File: src/dpp_pkg.sv
package dpp_pkg;

  // --------------------------------------------------------------
  // register byte addresses
  // --------------------------------------------------------------
  localparam logic [19:0] OFS_LINE_RANGE_COMPARE = 20'h7_0004;
  localparam logic [19:0] OFS_PIXEL_PIPE_CONFIG = 20'h7_0008;
  localparam logic [19:0] OFS_BLIT_CONTROL = 20'h7_000c;
  localparam logic [19:0] OFS_RESERVED_SLOT = 20'h7_0010;
  localparam logic [19:0] OFS_SCRATCH_FLAGS_ONE = 20'h7_0014;
  localparam logic [19:0] OFS_SCRATCH_FLAGS_TWO = 20'h7_0018;
  localparam logic [19:0] OFS_SCRATCH_FLAGS_THREE = 20'h7_001c;
  localparam logic [19:0] OFS_FRAME_BASE_ADDRESS = 20'h7_0020;
  localparam logic [19:0] OFS_DISPLAY_EVENT_SELECT = 20'h7_0024;

  // --------------------------------------------------------------
  // writable bit masks and reset values
  // --------------------------------------------------------------
  localparam logic [31:0] MSK_LINE_RANGE = 32'h8fff_0fff;
  localparam logic [31:0] MSK_PIXEL_PIPE = 32'h0c1f_9d03;
  localparam logic [31:0] MSK_FRAME_BASE = 32'h03ff_fff8;
  localparam logic [31:0] MSK_EVENT_ENABLE = 32'h0703_0000;
  localparam logic [31:0] MSK_EVENT_STATUS = 32'h0000_0703;
  localparam logic [31:0] RST_WORD = 32'h0000_0000;

  // --------------------------------------------------------------
  // field positions
  // --------------------------------------------------------------
  localparam int SLC_INCL_BIT = 31;
  localparam int SLC_TOP_LSB = 16;
  localparam int SLC_BOT_LSB = 0;
  localparam int PPC_GFX_GAMMA = 27;
  localparam int PPC_OVL_GAMMA = 26;
  localparam int PPC_CRT_NODELAY = 20;
  localparam int PPC_CMODE_LSB = 16;
  localparam int PPC_DAC8 = 15;
  localparam int PPC_CURSOR_EN = 12;
  localparam int PPC_EXT_STATUS = 11;
  localparam int PPC_OVERSCAN = 10;
  localparam int PPC_PAL_ADDR = 8;
  localparam int PPC_NO_WRAP = 1;
  localparam int PPC_HIRES = 0;
  localparam int BLT_EXPAND_LSB = 4;
  localparam int BLT_BUSY_BIT = 0;
  localparam int EVS_OVL_UPD = 0;
  localparam int EVS_VBLANK = 1;
  localparam int EVS_LINE_CMP = 8;
  localparam int EVS_VSYNC = 9;
  localparam int EVS_HOTPLUG = 10;
  localparam int EVS_HOTPLUG_PIN = 15;
  localparam int EVS_EN_OFS = 16;

  // --------------------------------------------------------------
  // encodings
  // --------------------------------------------------------------
  localparam logic [3:0] CM_VGA = 4'h0;
  localparam logic [3:0] CM_PACK8 = 4'h2;
  localparam logic [3:0] CM_RGB555 = 4'h4;
  localparam logic [3:0] CM_RGB565 = 4'h5;
  localparam logic [3:0] CM_RGB24C = 4'h6;
  localparam logic [3:0] CM_RGB24U = 4'h7;
  localparam logic [3:0] BYTES_ALL = 4'hf;
  localparam logic [3:0] BYTES_LOW3 = 4'h7;

  typedef enum logic [2:0] {
    DPP_FMT_VGA, DPP_FMT_PACK8, DPP_FMT_RGB555, DPP_FMT_RGB565,
    DPP_FMT_RGB24C, DPP_FMT_RGB24U, DPP_FMT_RSVD
  } dpp_fmt_t;

  typedef enum logic [1:0] {
    DPP_EXP_8BPP, DPP_EXP_16BPP, DPP_EXP_24BPP, DPP_EXP_RSVD
  } dpp_exp_t;

endpackage

File: src/dpp_regs.sv
`timescale 1ns/1ns
module dpp_regs #(
  parameter int LINE_W = 12
) (
  input wire logic clk_sys,
  input wire logic rst,
  input wire logic [19:0] bus_addr,
  input wire logic bus_wr,
  input wire logic bus_rd,
  input wire logic [3:0] bus_be,
  input wire logic [31:0] bus_wdata,
  output logic [31:0] bus_rdata,
  output logic bus_rvalid,
  input wire logic [LINE_W-1:0] disp_line,
  input wire logic hsync,
  input wire logic vsync,
  input wire logic vblank,
  input wire logic ovl_updated,
  input wire logic hotplug_n,
  input wire logic blit_busy,
  input wire logic [7:0] red_hold,
  input wire logic [7:0] green_hold,
  input wire logic [5:0] dac_fsm_status,
  input wire logic [7:0] palette_mask_port_reg,
  input wire logic [7:0] palette_write_index_port_reg,
  input wire logic [7:0] palette_state_port_reg,
  output logic [7:0] palette_mask_port_rd,
  output logic [7:0] palette_write_index_port_rd,
  output logic [7:0] palette_state_port_rd,
  output logic line_match,
  output logic gfx_via_palette,
  output logic ovl_via_palette,
  output logic crt_ctrl_delay,
  output dpp_pkg::dpp_fmt_t pixel_fmt,
  output logic [3:0] pixel_byte_en,
  output logic dac_8bit,
  output logic cursor_en,
  output logic ext_status_rd,
  output logic overscan_en,
  output logic ext_palette_en,
  output logic vga_wrap_en,
  output logic hires_mode,
  output dpp_pkg::dpp_exp_t expand_depth,
  output logic [22:0] frame_base_active,
  output logic vblank_event,
  output logic display_event
);

  // --------------------------------------------------------------
  // parameter check
  // --------------------------------------------------------------
  if (LINE_W != 12) begin : g_bad_width
    $error("dpp_regs: LINE_W must be 12");
  end

  localparam int TOP_END = dpp_pkg::SLC_TOP_LSB + LINE_W;
  localparam int BOT_END = dpp_pkg::SLC_BOT_LSB + LINE_W;
  if (TOP_END > dpp_pkg::SLC_INCL_BIT) begin : g_bad_top
    $error("dpp_regs: top limit runs into the inclusive bit");
  end
  if (BOT_END > dpp_pkg::SLC_TOP_LSB) begin : g_bad_bot
    $error("dpp_regs: bottom limit runs into the top limit");
  end
  if (dpp_pkg::EVS_EN_OFS != 16) begin : g_bad_en
    $error("dpp_regs: event enables must sit in the upper half");
  end
  if (dpp_pkg::BLT_EXPAND_LSB + 2 > 16) begin : g_bad_exp
    $error("dpp_regs: expansion field outside blit control");
  end

  // --------------------------------------------------------------
  // state
  // --------------------------------------------------------------
  typedef struct packed {
    logic [31:0] scan_line_compare;
    logic [31:0] ppc;
    logic [1:0] blt_exp;
    logic [2:0][31:0] scratch_flags;
    logic [31:0] base_stage;
    logic [31:0] base_act;
    logic [31:0] evs;
    logic [LINE_W-1:0] line_q;
    logic hs_q;
    logic vs_q;
    logic vb_q;
    logic hp_q;
    logic cmp_q;
    logic [31:0] rdata;
    logic rvalid;
    logic [7:0] mask_rd;
    logic [7:0] wx_rd;
    logic [7:0] state_rd;
    logic gfx_pal;
    logic ovl_pal;
    logic crt_dly;
    dpp_pkg::dpp_fmt_t fmt;
    logic [3:0] byte_en;
    logic dac8;
    logic cur_en;
    logic ext_rd;
    logic ovs_en;
    logic pal_en;
    logic wrap_en;
    logic hires;
    dpp_pkg::dpp_exp_t exp;
    logic vb_ev;
    logic disp_ev;
  } dpp_state_t;

  dpp_state_t st_ff;
  dpp_state_t nxt_st;

  // byte-lane merge of a write into a register, limited to its mask
  function automatic logic [31:0] merge(input logic [31:0] old,
                                        input logic [31:0] wd,
                                        input logic [3:0] be,
                                        input logic [31:0] msk);
    logic [31:0] lanes;
    lanes = {{8{be[3]}}, {8{be[2]}}, {8{be[1]}}, {8{be[0]}}} & msk;
    return (old & ~lanes) | (wd & lanes);
  endfunction

  // --------------------------------------------------------------
  // next state
  // --------------------------------------------------------------
  always_comb begin
    logic wr_slc;
    logic wr_ppc;
    logic wr_blt;
    logic wr_base;
    logic wr_evs;
    logic [2:0] wr_swf;
    logic in_range;
    logic cmp;
    logic vs_rise;
    logic [31:0] ev_set;
    logic [31:0] ev_clr;
    logic [31:0] rd;
    logic [31:0] ev_live;
    wr_slc = bus_wr && bus_addr == dpp_pkg::OFS_LINE_RANGE_COMPARE;
    wr_ppc = bus_wr && bus_addr == dpp_pkg::OFS_PIXEL_PIPE_CONFIG;
    wr_blt = bus_wr && bus_addr == dpp_pkg::OFS_BLIT_CONTROL;
    wr_base = bus_wr && bus_addr == dpp_pkg::OFS_FRAME_BASE_ADDRESS;
    wr_evs = bus_wr && bus_addr == dpp_pkg::OFS_DISPLAY_EVENT_SELECT;
    wr_swf[0] = bus_wr && bus_addr == dpp_pkg::OFS_SCRATCH_FLAGS_ONE;
    wr_swf[1] = bus_wr && bus_addr == dpp_pkg::OFS_SCRATCH_FLAGS_TWO;
    wr_swf[2] = bus_wr && bus_addr == dpp_pkg::OFS_SCRATCH_FLAGS_THREE;
    nxt_st = st_ff;

    // ------------------------------------------------------------
    // register writes; reserved bits masked off
    // ------------------------------------------------------------
    if (wr_slc) begin
      nxt_st.scan_line_compare = merge(st_ff.scan_line_compare, bus_wdata, bus_be,
                         dpp_pkg::MSK_LINE_RANGE);
    end
    if (wr_ppc) begin
      nxt_st.ppc = merge(st_ff.ppc, bus_wdata, bus_be,
                         dpp_pkg::MSK_PIXEL_PIPE);
    end
    if (wr_blt && bus_be[0]) begin
      nxt_st.blt_exp = bus_wdata[dpp_pkg::BLT_EXPAND_LSB +: 2];
    end
    for (int i = 0; i < 3; i++) begin
      if (wr_swf[i]) begin
        nxt_st.scratch_flags[i] = merge(st_ff.scratch_flags[i], bus_wdata, bus_be,
                              32'hffff_ffff);
      end
    end
    if (wr_base) begin
      nxt_st.base_stage = merge(st_ff.base_stage, bus_wdata, bus_be,
                                dpp_pkg::MSK_FRAME_BASE);
    end

    // ------------------------------------------------------------
    // sampled display signals
    // ------------------------------------------------------------
    nxt_st.hs_q = hsync;
    nxt_st.vs_q = vsync;
    nxt_st.vb_q = vblank;
    nxt_st.hp_q = hotplug_n;
    if (hsync && !st_ff.hs_q) begin
      nxt_st.line_q = disp_line;
    end
    vs_rise = vsync && !st_ff.vs_q;
    if (vs_rise) begin
      nxt_st.base_act = nxt_st.base_stage;
    end

    // ------------------------------------------------------------
    // line range compare
    // ------------------------------------------------------------
    in_range = st_ff.line_q <= st_ff.scan_line_compare[dpp_pkg::SLC_TOP_LSB +: LINE_W]
      && st_ff.line_q >= st_ff.scan_line_compare[dpp_pkg::SLC_BOT_LSB +: LINE_W];
    cmp = st_ff.scan_line_compare[dpp_pkg::SLC_INCL_BIT] ? in_range : !in_range;
    nxt_st.cmp_q = cmp;

    // ------------------------------------------------------------
    // event capture: enabled events set, write 1 clears, set wins
    // ------------------------------------------------------------
    ev_set = '0;
    ev_set[dpp_pkg::EVS_OVL_UPD] = ovl_updated && vblank;
    ev_set[dpp_pkg::EVS_VBLANK] = vblank && !st_ff.vb_q;
    ev_set[dpp_pkg::EVS_LINE_CMP] = cmp && !st_ff.cmp_q;
    ev_set[dpp_pkg::EVS_VSYNC] = vs_rise;
    ev_set[dpp_pkg::EVS_HOTPLUG] = !hotplug_n && st_ff.hp_q;
    ev_set = ev_set & (st_ff.evs >> dpp_pkg::EVS_EN_OFS)
      & dpp_pkg::MSK_EVENT_STATUS;
    ev_clr = '0;
    if (wr_evs) begin
      ev_clr = merge('0, bus_wdata, bus_be,
                     dpp_pkg::MSK_EVENT_STATUS);
      nxt_st.evs = merge(st_ff.evs, bus_wdata, bus_be,
                         dpp_pkg::MSK_EVENT_ENABLE);
    end
    nxt_st.evs = (nxt_st.evs & ~ev_clr) | ev_set;
    ev_live = st_ff.evs & (st_ff.evs >> dpp_pkg::EVS_EN_OFS);
    nxt_st.vb_ev = ev_live[dpp_pkg::EVS_OVL_UPD]
      | ev_live[dpp_pkg::EVS_VBLANK];
    nxt_st.disp_ev = ev_live[dpp_pkg::EVS_LINE_CMP]
      | ev_live[dpp_pkg::EVS_VSYNC]
      | ev_live[dpp_pkg::EVS_HOTPLUG];

    // ------------------------------------------------------------
    // read mux; unmapped and reserved locations read zero
    // ------------------------------------------------------------
    rd = dpp_pkg::RST_WORD;
    unique case (bus_addr)
      dpp_pkg::OFS_LINE_RANGE_COMPARE: rd = st_ff.scan_line_compare;
      dpp_pkg::OFS_PIXEL_PIPE_CONFIG: rd = st_ff.ppc;
      dpp_pkg::OFS_BLIT_CONTROL: begin
        rd[dpp_pkg::BLT_EXPAND_LSB +: 2] = st_ff.blt_exp;
        rd[dpp_pkg::BLT_BUSY_BIT] = blit_busy;
      end
      dpp_pkg::OFS_SCRATCH_FLAGS_ONE: rd = st_ff.scratch_flags[0];
      dpp_pkg::OFS_SCRATCH_FLAGS_TWO: rd = st_ff.scratch_flags[1];
      dpp_pkg::OFS_SCRATCH_FLAGS_THREE: rd = st_ff.scratch_flags[2];
      dpp_pkg::OFS_FRAME_BASE_ADDRESS: rd = st_ff.base_act;
      dpp_pkg::OFS_DISPLAY_EVENT_SELECT: begin
        rd = st_ff.evs;
        rd[dpp_pkg::EVS_HOTPLUG_PIN] = st_ff.hp_q;
      end
      default: rd = dpp_pkg::RST_WORD;
    endcase
    nxt_st.rvalid = bus_rd;
    nxt_st.rdata = bus_rd ? rd : dpp_pkg::RST_WORD;

    // ------------------------------------------------------------
    // palette port read redirection
    // ------------------------------------------------------------
    if (st_ff.ppc[dpp_pkg::PPC_EXT_STATUS]) begin
      nxt_st.mask_rd = red_hold;
      nxt_st.wx_rd = green_hold;
      nxt_st.state_rd = {dac_fsm_status, palette_state_port_reg[1:0]};
    end else begin
      nxt_st.mask_rd = palette_mask_port_reg;
      nxt_st.wx_rd = palette_write_index_port_reg;
      nxt_st.state_rd = palette_state_port_reg;
    end

    // ------------------------------------------------------------
    // pipeline controls
    // ------------------------------------------------------------
    nxt_st.gfx_pal = st_ff.ppc[dpp_pkg::PPC_GFX_GAMMA];
    nxt_st.ovl_pal = st_ff.ppc[dpp_pkg::PPC_OVL_GAMMA];
    nxt_st.crt_dly = !st_ff.ppc[dpp_pkg::PPC_CRT_NODELAY];
    nxt_st.dac8 = st_ff.ppc[dpp_pkg::PPC_DAC8];
    nxt_st.cur_en = st_ff.ppc[dpp_pkg::PPC_CURSOR_EN];
    nxt_st.ext_rd = st_ff.ppc[dpp_pkg::PPC_EXT_STATUS];
    nxt_st.ovs_en = st_ff.ppc[dpp_pkg::PPC_OVERSCAN];
    nxt_st.pal_en = st_ff.ppc[dpp_pkg::PPC_PAL_ADDR];
    nxt_st.wrap_en = !st_ff.ppc[dpp_pkg::PPC_NO_WRAP];
    nxt_st.hires = st_ff.ppc[dpp_pkg::PPC_HIRES];
    nxt_st.byte_en = dpp_pkg::BYTES_ALL;
    unique case (st_ff.ppc[dpp_pkg::PPC_CMODE_LSB +: 4])
      dpp_pkg::CM_VGA: nxt_st.fmt = dpp_pkg::DPP_FMT_VGA;
      dpp_pkg::CM_PACK8: nxt_st.fmt = dpp_pkg::DPP_FMT_PACK8;
      dpp_pkg::CM_RGB555: nxt_st.fmt = dpp_pkg::DPP_FMT_RGB555;
      dpp_pkg::CM_RGB565: nxt_st.fmt = dpp_pkg::DPP_FMT_RGB565;
      dpp_pkg::CM_RGB24C: nxt_st.fmt = dpp_pkg::DPP_FMT_RGB24C;
      dpp_pkg::CM_RGB24U: begin
        nxt_st.fmt = dpp_pkg::DPP_FMT_RGB24U;
        nxt_st.byte_en = dpp_pkg::BYTES_LOW3;
      end
      default: nxt_st.fmt = dpp_pkg::DPP_FMT_RSVD;
    endcase
    nxt_st.exp = dpp_pkg::dpp_exp_t'(st_ff.blt_exp);
  end

  always_ff @(posedge clk_sys or posedge rst) begin
    if (rst) begin
      st_ff <= '0;
    end else begin
      st_ff <= nxt_st;
    end
  end

  // --------------------------------------------------------------
  // outputs
  // --------------------------------------------------------------
  assign bus_rdata = st_ff.rdata;
  assign bus_rvalid = st_ff.rvalid;
  assign palette_mask_port_rd = st_ff.mask_rd;
  assign palette_write_index_port_rd = st_ff.wx_rd;
  assign palette_state_port_rd = st_ff.state_rd;
  assign line_match = st_ff.cmp_q;
  assign gfx_via_palette = st_ff.gfx_pal;
  assign ovl_via_palette = st_ff.ovl_pal;
  assign crt_ctrl_delay = st_ff.crt_dly;
  assign pixel_fmt = st_ff.fmt;
  assign pixel_byte_en = st_ff.byte_en;
  assign dac_8bit = st_ff.dac8;
  assign cursor_en = st_ff.cur_en;
  assign ext_status_rd = st_ff.ext_rd;
  assign overscan_en = st_ff.ovs_en;
  assign ext_palette_en = st_ff.pal_en;
  assign vga_wrap_en = st_ff.wrap_en;
  assign hires_mode = st_ff.hires;
  assign expand_depth = st_ff.exp;
  assign frame_base_active = st_ff.base_act[25:3];
  assign vblank_event = st_ff.vb_ev;
  assign display_event = st_ff.disp_ev;

endmodule

File: config.mk
export PLATFORM = sky130hd
export DESIGN_NAME = dpp_regs
export DESIGN_NICKNAME = d
export VERILOG_FILES = /design/src/dpp_pkg.sv /design/src/dpp_regs.sv
export SDC_FILE = /design/constraint.sdc
export NUM_CORES = 1
export LEC_CHECK = 0
export ABC_CLOCK_PERIOD_IN_PS = 12600
export BUFFER_PORTS_ARGS = -buffer_cell sky130_fd_sc_hd__buf_2
export CORE_MARGIN = 4
export CORE_UTILIZATION = 55
export CTS_CLUSTER_DIAMETER = 80
export CTS_CLUSTER_SIZE = 8
export DETAILED_ROUTE_END_ITERATION = 12
export PLACE_DENSITY = 0.85
export SLEW_MARGIN = 25
export SYNTH_ARGS = -nofsm -noshare
export SYNTH_HDL_FRONTEND = slang
export SYNTH_SLANG_ARGS = --single-unit
File: constraint.sdc
create_clock -name clk_sys -period 12.6 [get_ports clk_sys]
set_input_delay 0 -clock clk_sys [delete_from_list [all_inputs] [get_ports clk_sys]]
set_output_delay 0 -clock clk_sys [all_outputs]
set_load 0.01 [all_outputs]
==> metrics.md, run 1 <==
| Metric | Value |
|---|---|
| Final Net Count | `~1400` |
| Status | `finished clean` |
| Fin crit period | `2650 ps` |
| Post-DRT Antenna Nets | `0` |
| Total clock sinks | `roughly 290` |
| Post-synthesis sequential area ratio | `0.551` |
| Unique masters post-synth | `57` |
| Post-Layout Cell Count | `1556` |
| Worst-path clk slew | `50 ps` |
| Yosys reg bits | `286` |
| Max_cap viols | `0` |
| Number of endpoints failing setup at the final stage | `0` |
| First-pass GRT wire length | `55200 um` |
| Xor/xnor share of the synthesized area | `0.000674` |
| Synthesis Warnings | `0` |
| Pwr per Cell Area | `128 nW/um^2` |
| Largest family of logic cells by synthesized area | `multiplexers` |
| Post-synthesis mux area share | `0.218` |
| Maximum VDD drop | `about 0.10 mV` |
| Post-synth ARST share | `1.00` |
| Initial Util | `0.567` |
| Cts bufs inserted | `41` |
| DRT Wirelength | `approximately 35000 um` |
| Post-synth EDFFs | `0` |
| Worst-Margin Slew | `1070 ps` |
| Die height | `around 160 um` |
| Max Slew Vio Count | `0` |
| Root Buffer | `clkbuf_16` |
| Cell taking the most area after synthesis | `dfrtp_1` |
| PortBufs | `225` |
| Synth area leaders | `dfrtp_1 (55%), mux2_2 (20%), buf_4 (5.1%)` |
| Synthesized-area fraction occupied by adder cells | `0.0231` |
| Clock Latency Late Sink | `510 ps` |
| # DRC | `0` |
| Core region area | `22900 um^2` |
| Initial antenna violation count | `1` |
| Syn Nets | `1136` |
| Layout cells sized above 1 | `0.439` |
| Vias in the first global route | `9829` |
| Gate Count Post-Synth | `988` |
| DP Cell Count | `1414` |
| 1st-iter DRT viols | `roughly 860` |
| Worst Path Arrival | `3040 ps` |
| Post-cts sizing count | `0` |
| Top_reg_cell synth | `dfrtp_1` |
| HPWL after DPL | `~22000 um` |
| CTS tree | `built` |
| Area grow syn2layout | `21.7%` |
| Global router's overall resource usage | `0.268` |
| Gpl congestion | `0.890` |
| Final Cycle Share | `0.210` |
| Critical-path top delay cell | `nor2b_1` |
| Max stage delay on crit path | `around 700 ps` |
| HP Class | `in -> reg` |
| Cell Area, Synth | `about 13000 um^2` |
| Critical path endpoint category | `register` |
| Avg Cell Area, Syn | `13.2 um^2` |
| Critical Path RT | `12990 ps` |
| RSZ-0062 raised after global routing | `false` |
| Achievable Freq | `0.378 GHz` |
| Largest net degree at the start of global routing | `103` |
| Slew headroom | `0.286` |
| Routed length per placed instance | `22.7 um` |
| CTS Buffer Depth | `3` |
| TNS Setup | `0 ps` |
| Static Leak | `7.70 nW` |
| Gr ovfl total | `0` |
| Vias/cell | `a little under 6` |
| Yosys top cell area share | `0.551` |
| Highest net fanout along the worst path | `26` |
| H-tree Lvls | `2` |
| Die ar. | `26200 um^2` |
| Final Hold Fails | `0` |
| IO Pins | `226` |
| DIE WIDTH | `162 um` |
| Tot Pwr | `2.02 mW` |
| Worst setup path class | `in -> reg` |
| Iteration count of the initial detailed-routing pass | `6` |
| Compound-gate portion of the synthesized area | `0.0762` |
| Skew final | `about 19 ps` |
| Simple-gate portion of the synthesized area | `0.0599` |
| Startpoint Class | `primary input` |
| Vias | `roughly 9200` |
| Worst path cell trace | `buf_2 -> nor2b_1 -> buf_4 -> nor3b_2 -> nand2_1 -> nor2_2 -> mux2_2` |
| Row count | `55` |
-- power breakdown --
| part | internal (mW) | total [mW] | switching, mW |
|---|---|---|---|
| logic | 0.0649 | 0.147 | 0.0821 |
| clock network | 0.572 | 0.931 | 0.358 |
| registers | 0.932 | 0.941 | 0.00898 |
| total | 1.57 | 2.02 | 0.450 |
-- cell families (layout without fill, tap and decap cells) --
kind of cell / Yosys count / in the layout
DFF: 286 / 286
muxes: 246 / 246
buffers and inverters: 154 / 408
and+or+nand+nor: 141 / 141
AOI/OAI and AO/OA: 135 / 135
adders and majority gates: 24 / 24
other: 1 / 2
xor gates and xnor gates: 1 / 1
-- synth_stat cells, drive strengths merged, types with 3 or more instances --
cell / n
a211oi: 3
a21o: 4
a21oi: 28
a221oi: 3
a222oi: 11
a22o: 15
a22oi: 41
and2: 3
and2b: 3
and3: 5
buf: 99
clkbuf: 22
dfrtp: 286
ha: 24
inv: 31
mux2: 244
nand2: 30
nand2b: 3
nand3: 9
nand4: 7
nor2: 55
nor2b: 8
nor3: 5
nor3b: 3
o21ai: 9
o22a: 10
-- repair_timing --
item                      in CTS  in global routing
hold buffers                  99                  0
hold endpoints to repair     333                  0
buffers inserted               0                  0
-- critical path, delay by kind of cell --
family,cells,cell delay [ps]
buf+inv,2,790
mux,1,410
simple gates,4,1830
-- stage by stage --
step / hold WS, ps / util / instance area (um^2) / worst slack (ps)
2_1_floorplan: 31.4 / - / 13000 / 4710
3_3_place_gp: 112 / 0.602 / 13800 / 9740
3_5_place_dp: 109 / 0.602 / 13800 / 9520
4_1_cts: 68.4 / 0.690 / 15800 / 10040
5_1_grt: 102 / 0.690 / 15800 / 9830
6_report: 112 / 0.690 / 15800 / 9950
-- layout make-up --
cell class / instances / area, um^2
Sequential cell: 286 / 7160
Fill cell: 1510 / 7090
Multi-Input combinational cell: 548 / 4910
Timing Repair Buffer: 333 / 2180
Clock buffer: 42 / 1040
Tap cell: 313 / 392
Inverter: 33 / 133
Antenna cell: 1 / 2.50
-- path summary, 6_finish.rpt --
check / cells after the start / slack [ps] / end / from
worst max register to register: 7 / 10170 / st_ff[103] / st_ff[88]
worst min-delay path: 3 / 110 / bus_rdata[0] / bus_addr[3]
worst min register to register: 0 / 410 / dac_8bit / register
min in group asynchronous: 3 / 140 / pixel_byte_en[2] / rst
max in group asynchronous: 5 / 10270 / vga_wrap_en / rst
worst max-delay path: 7 / 9950 / register / bus_addr[3]
-- cells in the final DEF (no fill, tap or decap), drive strengths merged, types with 11 or more instances in the layout --
| cell | n |
|---|---|
| dfrtp | 286 |
| mux2 | 244 |
| buf | 234 |
| dlygate4sd3 | 99 |
| nor2 | 55 |
| clkbuf | 42 |
| a22oi | 41 |
| inv | 31 |
| nand2 | 30 |
| a21oi | 28 |
| ha | 24 |
| a22o | 15 |
| a222oi | 11 |
-- routing by layer --
layer  part of all wire  routed length [um]  GRT usage
met1               0.40               14100      0.350
met2               0.48               16900      0.441
met3              0.081                2870     0.0617
met4              0.038                1340      0.102
met5                  0                   0          0
(Power assumes the default switching activity.)
==> run 2, diff against run 1 <==
ABC_AREA = 1   (was default)
ABC_CLOCK_PERIOD_IN_PS = 2500   (was 12600)
PLACE_DENSITY = 0.84   (was 0.85)
clock period = 2.5 ns   (was 12.6 ns; I/O delays follow)
==> metrics.md, run 2 <==
| Metric | Value |
|---|---|
| Gpl congestion | `0.957 (was 0.890)` |
| Die ar. | `26700 um^2 (was 26200 um^2)` |
| Logic pwr share | `0.070 (was 0.073)` |
| Final-layout fill cell count | `1693 (was 1510)` |
| Worst setup path class | `in -> reg (unchanged)` |
| Top-count cell post-synth | `nand2_1 (was dfrtp_1)` |
| TNS Setup | `0 ps (unchanged)` |
| Static Leak | `8.46 nW (was 7.70 nW)` |
| Skew final | `14.6 ps (was 19.4 ps)` |
| Cts bufs inserted | `41 (unchanged)` |
| Clk pwr share | `0.471 (was 0.461)` |
| Worst-path clk slew | `50 ps (about the same)` |
| Most common cell after layout, fill and taps aside | `nand2_1 (was dfrtp_1)` |
| Vias | `11900 (was 9188)` |
| Synthesis Warnings | `0 (unchanged)` |
| Top post-synthesis cells by count | `nand2_1 (437), dfrtp_1 (286), inv_1 (192) (was dfrtp_1 (286), mux2_2 (226), buf_4 (88))` |
| HPWL after DPL | `26300 um (was 22300 um)` |
| Routed length per placed instance | `18.4 um (was 22.7 um)` |
| Worst-Margin Slew | `836 ps (was 1070 ps)` |
| Total clock sinks | `286 (unchanged)` |
| Number of endpoints failing setup at the final stage | `0 (unchanged)` |
| Cell taking the most area after synthesis | `dfrtp_1 (unchanged)` |
| Highest net fanout along the worst path | `14 (was 26)` |
| HP Class | `in -> reg (unchanged)` |
| Startpoint Class | `primary input (unchanged)` |
| Post-synth EDFFs | `0 (unchanged)` |
| Cell Area, Synth | `13300 um^2 (was 13000 um^2)` |
| PortBufs | `225 (unchanged)` |
| CP most frequent cell | `nand2_1` |
| Gate Count Post-Synth | `1558 (was 988)` |
| Max stage delay on crit path | `580 ps (was 700 ps)` |
| Worst hold margin | `22.0 ps (was 112 ps)` |
| Status | `finished clean (unchanged)` |
| Final worst slack | `151 ps (was 9950 ps)` |
| Worst Path Arrival | `2800 ps (was 3040 ps)` |
| Vias/cell | `5.48 (was 5.90)` |
| Achievable Freq | `0.426 GHz` |
| Reg power frac | `0.459 (was 0.466)` |
| Initial antenna violation count | `1 (unchanged)` |
| Max_cap viols | `0 (unchanged)` |
| Row count | `56 (was 55)` |
| Core region area | `23600 um^2 (was 22900 um^2)` |
| Post-cts sizing count | `0 (unchanged)` |
| P_sw | `2.31 mW (was 450 uW)` |
| IO Pins | `226 (unchanged)` |
| Unique masters post-synth | `35 (was 57)` |
| Yosys reg bits | `286 (unchanged)` |
| Maximum VDD drop | `0.451 mV (was 0.102 mV)` |
| Pwr per Cell Area | `628 nW/um^2 (was 128 nW/um^2)` |
| DIE WIDTH | `163 um (was 162 um)` |
| Critical path endpoint category | `register (unchanged)` |
| Clock Latency Late Sink | `520 ps (was 510 ps)` |
| Most frequent cells in the layout | `nand2_1 (437), dfrtp_1 (286), buf_2 (225) (was dfrtp_1 (285), mux2_2 (226), buf_2 (225))` |
| Critical Path RT | `2950 ps (was 12990 ps)` |
| Top_reg_cell synth | `dfrtp_1 (unchanged)` |
| Post-DRT Antenna Nets | `0 (unchanged)` |
| Root Buffer | `clkbuf_16 (unchanged)` |
| First-pass GRT wire length | `62700 um (was 55200 um)` |
| Worst path cell trace | `buf_2 -> nor2_1 -> nand2_2 -> nor2_4 -> nand3_2 -> nor2_1 -> nand2_1 -> nor2_2 -> nand2_1 -> dlygate4sd3_1 -> nand2_1 -> nand2_1 -> nand2_1 (was buf_2 -> nor2b_1 -> buf_4 -> nor3b_2 -> nand2_1 -> nor2_2 -> mux2_2)` |
| Syn Nets | `1706 (was 1136)` |
| Vias in the first global route | `12000 (was 9829)` |
| CTS Buffer Depth | `3 (unchanged)` |
| Final Hold Fails | `0 (unchanged)` |
| Max Slew Vio Count | `0 (unchanged)` |
| Gr ovfl total | `0 (unchanged)` |
| CTS tree | `built (unchanged)` |
| H-tree Lvls | `2 (unchanged)` |
| Die height | `163 um (was 162 um)` |
| Initial Util | `0.563 (was 0.567)` |
| Critical-path top delay cell | `dlygate4sd3_1 (was nor2b_1)` |
| Global router's overall resource usage | `0.300 (was 0.268)` |
| Switching power share of the total | `0.223 (about the same)` |
| Synth area leaders | `dfrtp_1 (54%), nand2_1 (12%), o21ai_0 (5.9%) (was dfrtp_1 (55%), mux2_2 (20%), buf_4 (5.1%))` |
| Avg Cell Area, Syn | `8.53 um^2 (was 13.2 um^2)` |
| Iteration count of the initial detailed-routing pass | `8 (was 6)` |
| Area grow syn2layout | `24.3% (was 21.7%)` |
| Final Net Count | `1995 (was 1391)` |
| Post-synthesis sequential area ratio | `0.539 (was 0.551)` |
| RSZ-0062 raised after global routing | `false (unchanged)` |
| Pre-CTS setup slack | `210 ps (was 9520 ps)` |
| 1st-iter DRT viols | `1302 (was 857)` |
| Layout cells sized above 1 | `0.198 (was 0.439)` |
| Slew headroom | `0.442 (was 0.286)` |
| Final Cycle Share | `0.940` |
| DRT Wirelength | `39800 um (was 35300 um)` |
| Yosys top cell area share | `0.539 (was 0.551)` |
| Tot Pwr | `10.4 mW (was 2.02 mW)` |
| Pint | `8.06 mW (was 1.57 mW)` |
| # DRC | `0 (unchanged)` |
| Largest net degree at the start of global routing | `72 (was 103)` |
| Fin crit period | `2350 ps` |
| Post-synth ARST share | `1.00 (unchanged)` |
==> run 2: cell types whose count changed in the layout (fill, tap and decap cells not counted), sizes merged, moves of 10 or more <==
cell,before,now
nand3,9,39
buf,234,263
mux2,244,33
nor2,55,153
a22o,15,0
o21ai,9,161
nand2,30,440
dlygate4sd3,99,113
o22a,10,0
a22oi,41,0
nand4,7,36
inv,31,196
a222oi,11,0
==> run 2: path summary, 6_finish.rpt <==
path	startpoint	end	slack, ps	depth (start not counted)
max	bus_addr[13]	frame_base_active[20]	150	13
min	blit_busy	bus_rdata[0]	20	7
max reg2reg	st_ff[94]	line_match	620	8
min reg2reg	nxt_st[3]	expand_depth[1]	390	0
max in group asynchronous	rst	st_ff[171]	1490	4
min in group asynchronous	rst	bus_rdata[28]	190	3
==> run 2: what timing repair did <==
item / CTS / global route
endpoints found under the setup margin: 0 / 0
buffers inserted: 0 / 0
hold buffers: 113 / 0
endpoints found under the hold margin: 264 / 0
==> run 2: logic make-up after synthesis <==
family                     synth area share
muxes                                0.0287
DFF                                   0.539
buffers and inverters                 0.119
and+or+nand+nor                       0.211
other                              0.000282
adders and majority gates            0.0226
AOI/OAI and AO/OA                    0.0794
==> run 2: area by class of cell <==
cell class | count | area [um^2] | share of cell area
well taps | 319 | 399 | 0.0242
diodes | 1 | 2.50 | 0.000151
multi-input cells | 946 | 4540 | 0.275
clock buffers | 44 | 1090 | 0.0660
repair buffers | 376 | 2580 | 0.156
clock inverters | 1 | 8.76 | 0.000530
inverters | 196 | 739 | 0.0448
flip-flops and latches | 286 | 7160 | 0.433
==> run 2: through the flow <==
stage	util	cell area, um^2	instances
floorplan	-	13300	1558
finish	0.700	16500	2169
CTS	0.700	16500	2168
global placement	0.605	14300	2010
detailed placement	0.605	14300	2010
global route	0.700	16500	2169
==> run 2: power groups by stage <==
stage               clock network, mW  registers (mW)  logic, mW
detailed placement                  0            4.83      0.584
global route                     5.14            4.76      0.808
global placement                    0            4.83      0.568
finish                           4.88            4.76      0.729
CTS                              4.93            4.76      0.714
floorplan                           0            4.82      0.353
==> run 2: layer usage <==
metal / share of wire / routed length (um) / track usage / up-vias
met5: 0 / 0 / 0 / -
met4: 0.050 / 2010 / 0.147 / 0
met3: 0.10 / 3990 / 0.0611 / 165
met2: 0.48 / 18900 / 0.481 / 712
met1: 0.37 / 14900 / 0.392 / 5616
li1: - / - / - / 5388
==> run 2: worst max-delay path: cells and delay by family <==
kind	cells	cell delay, ps
buffers and inverters	2	680
AND/OR/NAND/NOR	11	2110
==> run 3, diff against run 2 <==
BUFFER_PORTS_ARGS = default   (was -buffer_cell sky130_fd_sc_hd__buf_2)
DONT_BUFFER_PORTS = 1   (was default)
PLACE_DENSITY = 0.76   (was 0.84)
==> metrics.md, run 3 (synthesis results as in run 2) <==
| Metric | Value |
|---|---|
| Status | `finished clean (unchanged)` |
| Final Net Count | `1787 (was 1995)` |
| Maximum VDD drop | `0.409 mV (was 0.451 mV)` |
| Reg2Reg Depth | `3 (was 8)` |
| Gpl congestion | `0.950 (was 0.957)` |
| Worst-Margin Slew | `773 ps (was 836 ps)` |
| Max Slew Vio Count | `0 (unchanged)` |
| DIE WIDTH | `163 um (unchanged)` |
| Die ar. | `26700 um^2 (unchanged)` |
| Worst Path Arrival | `2940 ps (was 2800 ps)` |
| Most common cell after layout, fill and taps aside | `nand2_1 (unchanged)` |
| Max stage delay on crit path | `570 ps (was 580 ps)` |
| Slew headroom | `0.483 (was 0.442)` |
| Row count | `56 (unchanged)` |
| Vias in the first global route | `10800 (was 12000)` |
| Highest net fanout along the worst path | `9 (was 14)` |
| Static Leak | `7.52 nW (was 8.46 nW)` |
| P_sw | `2.32 mW (was 2.31 mW)` |
| Vias/cell | `5.44 (was 5.48)` |
| DRT Wirelength | `37400 um (was 39800 um)` |
| Initial Util | `0.563 (unchanged)` |
| Final worst slack | `35.8 ps (was 151 ps)` |
| Worst setup path class | `in -> reg (unchanged)` |
| Clk pwr share | `0.475 (was 0.471)` |
| Total clock sinks | `286 (unchanged)` |
| Post-route cell area | `15600 um^2 (was 16500 um^2)` |
| Startpoint Class | `primary input (unchanged)` |
| Vias | `10700 (was 11900)` |
| Most frequent cells in the layout | `nand2_1 (437), dfrtp_1 (286), inv_1 (190) (was nand2_1 (437), dfrtp_1 (286), buf_2 (225))` |
| Achievable Freq | `0.406 GHz (was 0.426 GHz)` |
| Worst-path clk slew | `50 ps (about the same)` |
| Area grow syn2layout | `17.1% (was 24.3%)` |
| TNS Setup | `0 ps (unchanged)` |
| Worst hold path depth | `3 (was 7)` |
| Min-Delay Startpoint | `bus_be[3] (was blit_busy)` |
| Critical Path RT | `2970 ps (was 2950 ps)` |
| CTS tree | `built (unchanged)` |
| HPWL after DPL | `25200 um (was 26300 um)` |
| CP most frequent cell | `nand2_1 (unchanged)` |
| Number of endpoints failing setup at the final stage | `0 (unchanged)` |
| Max_cap viols | `0 (unchanged)` |
| First-pass GRT wire length | `58800 um (was 62700 um)` |
| Logic pwr share | `0.055 (was 0.070)` |
| Layout cells sized above 1 | `0.0871 (was 0.198)` |
| HP Class | `in -> reg (unchanged)` |
| Die height | `163 um (unchanged)` |
| Final Util | `0.659 (was 0.700)` |
| Core region area | `23600 um^2 (unchanged)` |
| Tot Pwr | `10.2 mW (was 10.4 mW)` |
| # DRC | `0 (unchanged)` |
| Final Cycle Share | `0.986 (was 0.940)` |
| Iteration count of the initial detailed-routing pass | `5 (was 8)` |
| Critical path endpoint category | `register (unchanged)` |
| Root Buffer | `clkbuf_16 (unchanged)` |
| Skew final | `28.2 ps (was 14.6 ps)` |
| Reg power frac | `0.470 (was 0.459)` |
| 1st-iter DRT viols | `1185 (was 1302)` |
| Final Hold Fails | `0 (unchanged)` |
| Fin crit period | `2460 ps (was 2350 ps)` |
| Worst path cell trace | `nor2_1 -> inv_1 -> nor2_1 -> nand3_4 -> nor2_2 -> nand2_1 -> nor2_1 -> nand2_1 -> dlygate4sd3_1 -> nand2_1 -> dlygate4sd3_1 -> nand2_1 -> nand2_1 (was buf_2 -> nor2_1 -> nand2_2 -> nor2_4 -> nand3_2 -> nor2_1 -> nand2_1 -> nor2_2 -> nand2_1 -> dlygate4sd3_1 -> nand2_1 -> nand2_1 -> nand2_1)` |
| Routed length per placed instance | `19.1 um (was 18.4 um)` |
| H-tree Lvls | `2 (unchanged)` |
| Switching power share of the total | `0.228 (was 0.223)` |
| Placed Area | `13100 um^2 (was 14300 um^2)` |
| Cts bufs inserted | `41 (unchanged)` |
| Pwr per Cell Area | `655 nW/um^2 (was 628 nW/um^2)` |
| IO Pins | `226 (unchanged)` |
| Clock Latency Late Sink | `540 ps (was 520 ps)` |
| Critical-path top delay cell | `dlygate4sd3_1 (unchanged)` |
| Post-DRT Antenna Nets | `0 (unchanged)` |
| Worst Setup SP | `bus_addr[7] (was bus_addr[13])` |
| Pre-CTS setup slack | `372 ps (was 210 ps)` |
| CTS Buffer Depth | `3 (unchanged)` |
| Global router's overall resource usage | `0.282 (was 0.300)` |
| Largest net degree at the start of global routing | `67 (was 72)` |
| Gr ovfl total | `0 (unchanged)` |
| Pint | `7.87 mW (was 8.06 mW)` |
| Final-layout fill cell count | `1920 (was 1693)` |
| Initial antenna violation count | `2 (was 1)` |
| PortBufs | `0 (was 225)` |
[run 3: worst max-delay path, delay by kind of cell]
| kind | cells | cell delay (ps) |
|---|---|---|
| buffers and inverters | 3 | 1230 |
| AND/OR/NAND/NOR | 10 | 1680 |
[run 3: power by group through the flow]
stage | registers, mW | logic [mW] | clock network (mW)
floorplan | 4.82 | 0.353 | 0
global placement | 4.86 | 0.384 | 0
detailed placement | 4.86 | 0.397 | 0
CTS | 4.79 | 0.562 | 4.88
global route | 4.79 | 0.637 | 5.10
finish | 4.79 | 0.565 | 4.83
[run 3: repair_timing]
action                                 CTS  global route
endpoints found under the hold margin  402             0
resized for setup                        0             2
buffers inserted                         0             3
setup endpoints to repair                0             2
hold buffers                           130             0
[run 3: path summary, 6_finish.rpt]
check                           slack [ps]                             end
worst max-delay path                    40           frame_base_active[22]
worst min-delay path                     2                        register
worst max register to register         710  palette_write_index_port_rd[3]
worst min register to register         390                 expand_depth[1]
max in group asynchronous             1590        palette_state_port_rd[7]
min in group asynchronous              100      asynchronous set/reset pin
[run 3: metrics by stage]
| step | instances | hold WS [ps] |
|---|---|---|
| global route | 1961 | 48.1 |
| global placement | 1782 | 31.5 |
| detailed placement | 1782 | 26.0 |
| CTS | 1957 | 0.127 |
| finish | 1962 | 2.25 |
| floorplan | 1558 | 31.4 |
[run 3: final cells by class]
type / count / area [um^2] / share of cell area
Multi-Input combinational cell: 946 / 4550 / 0.293
Sequential cell: 286 / 7160 / 0.460
Clock inverter: 3 / 41.3 / 0.00265
Clock buffer: 42 / 1040 / 0.0668
Tap cell: 319 / 399 / 0.0257
Antenna cell: 2 / 5.00 / 0.000322
Inverter: 196 / 739 / 0.0475
Timing Repair Buffer: 168 / 1620 / 0.104
[run 3: per-layer routing]
layer  vias up  track usage  part of all wire
met5         -            0           0.00040
met2       512        0.454              0.48
met3       108       0.0661             0.089
met1      5103        0.376              0.40
li1       4953            -                 -
met4         2        0.102             0.032
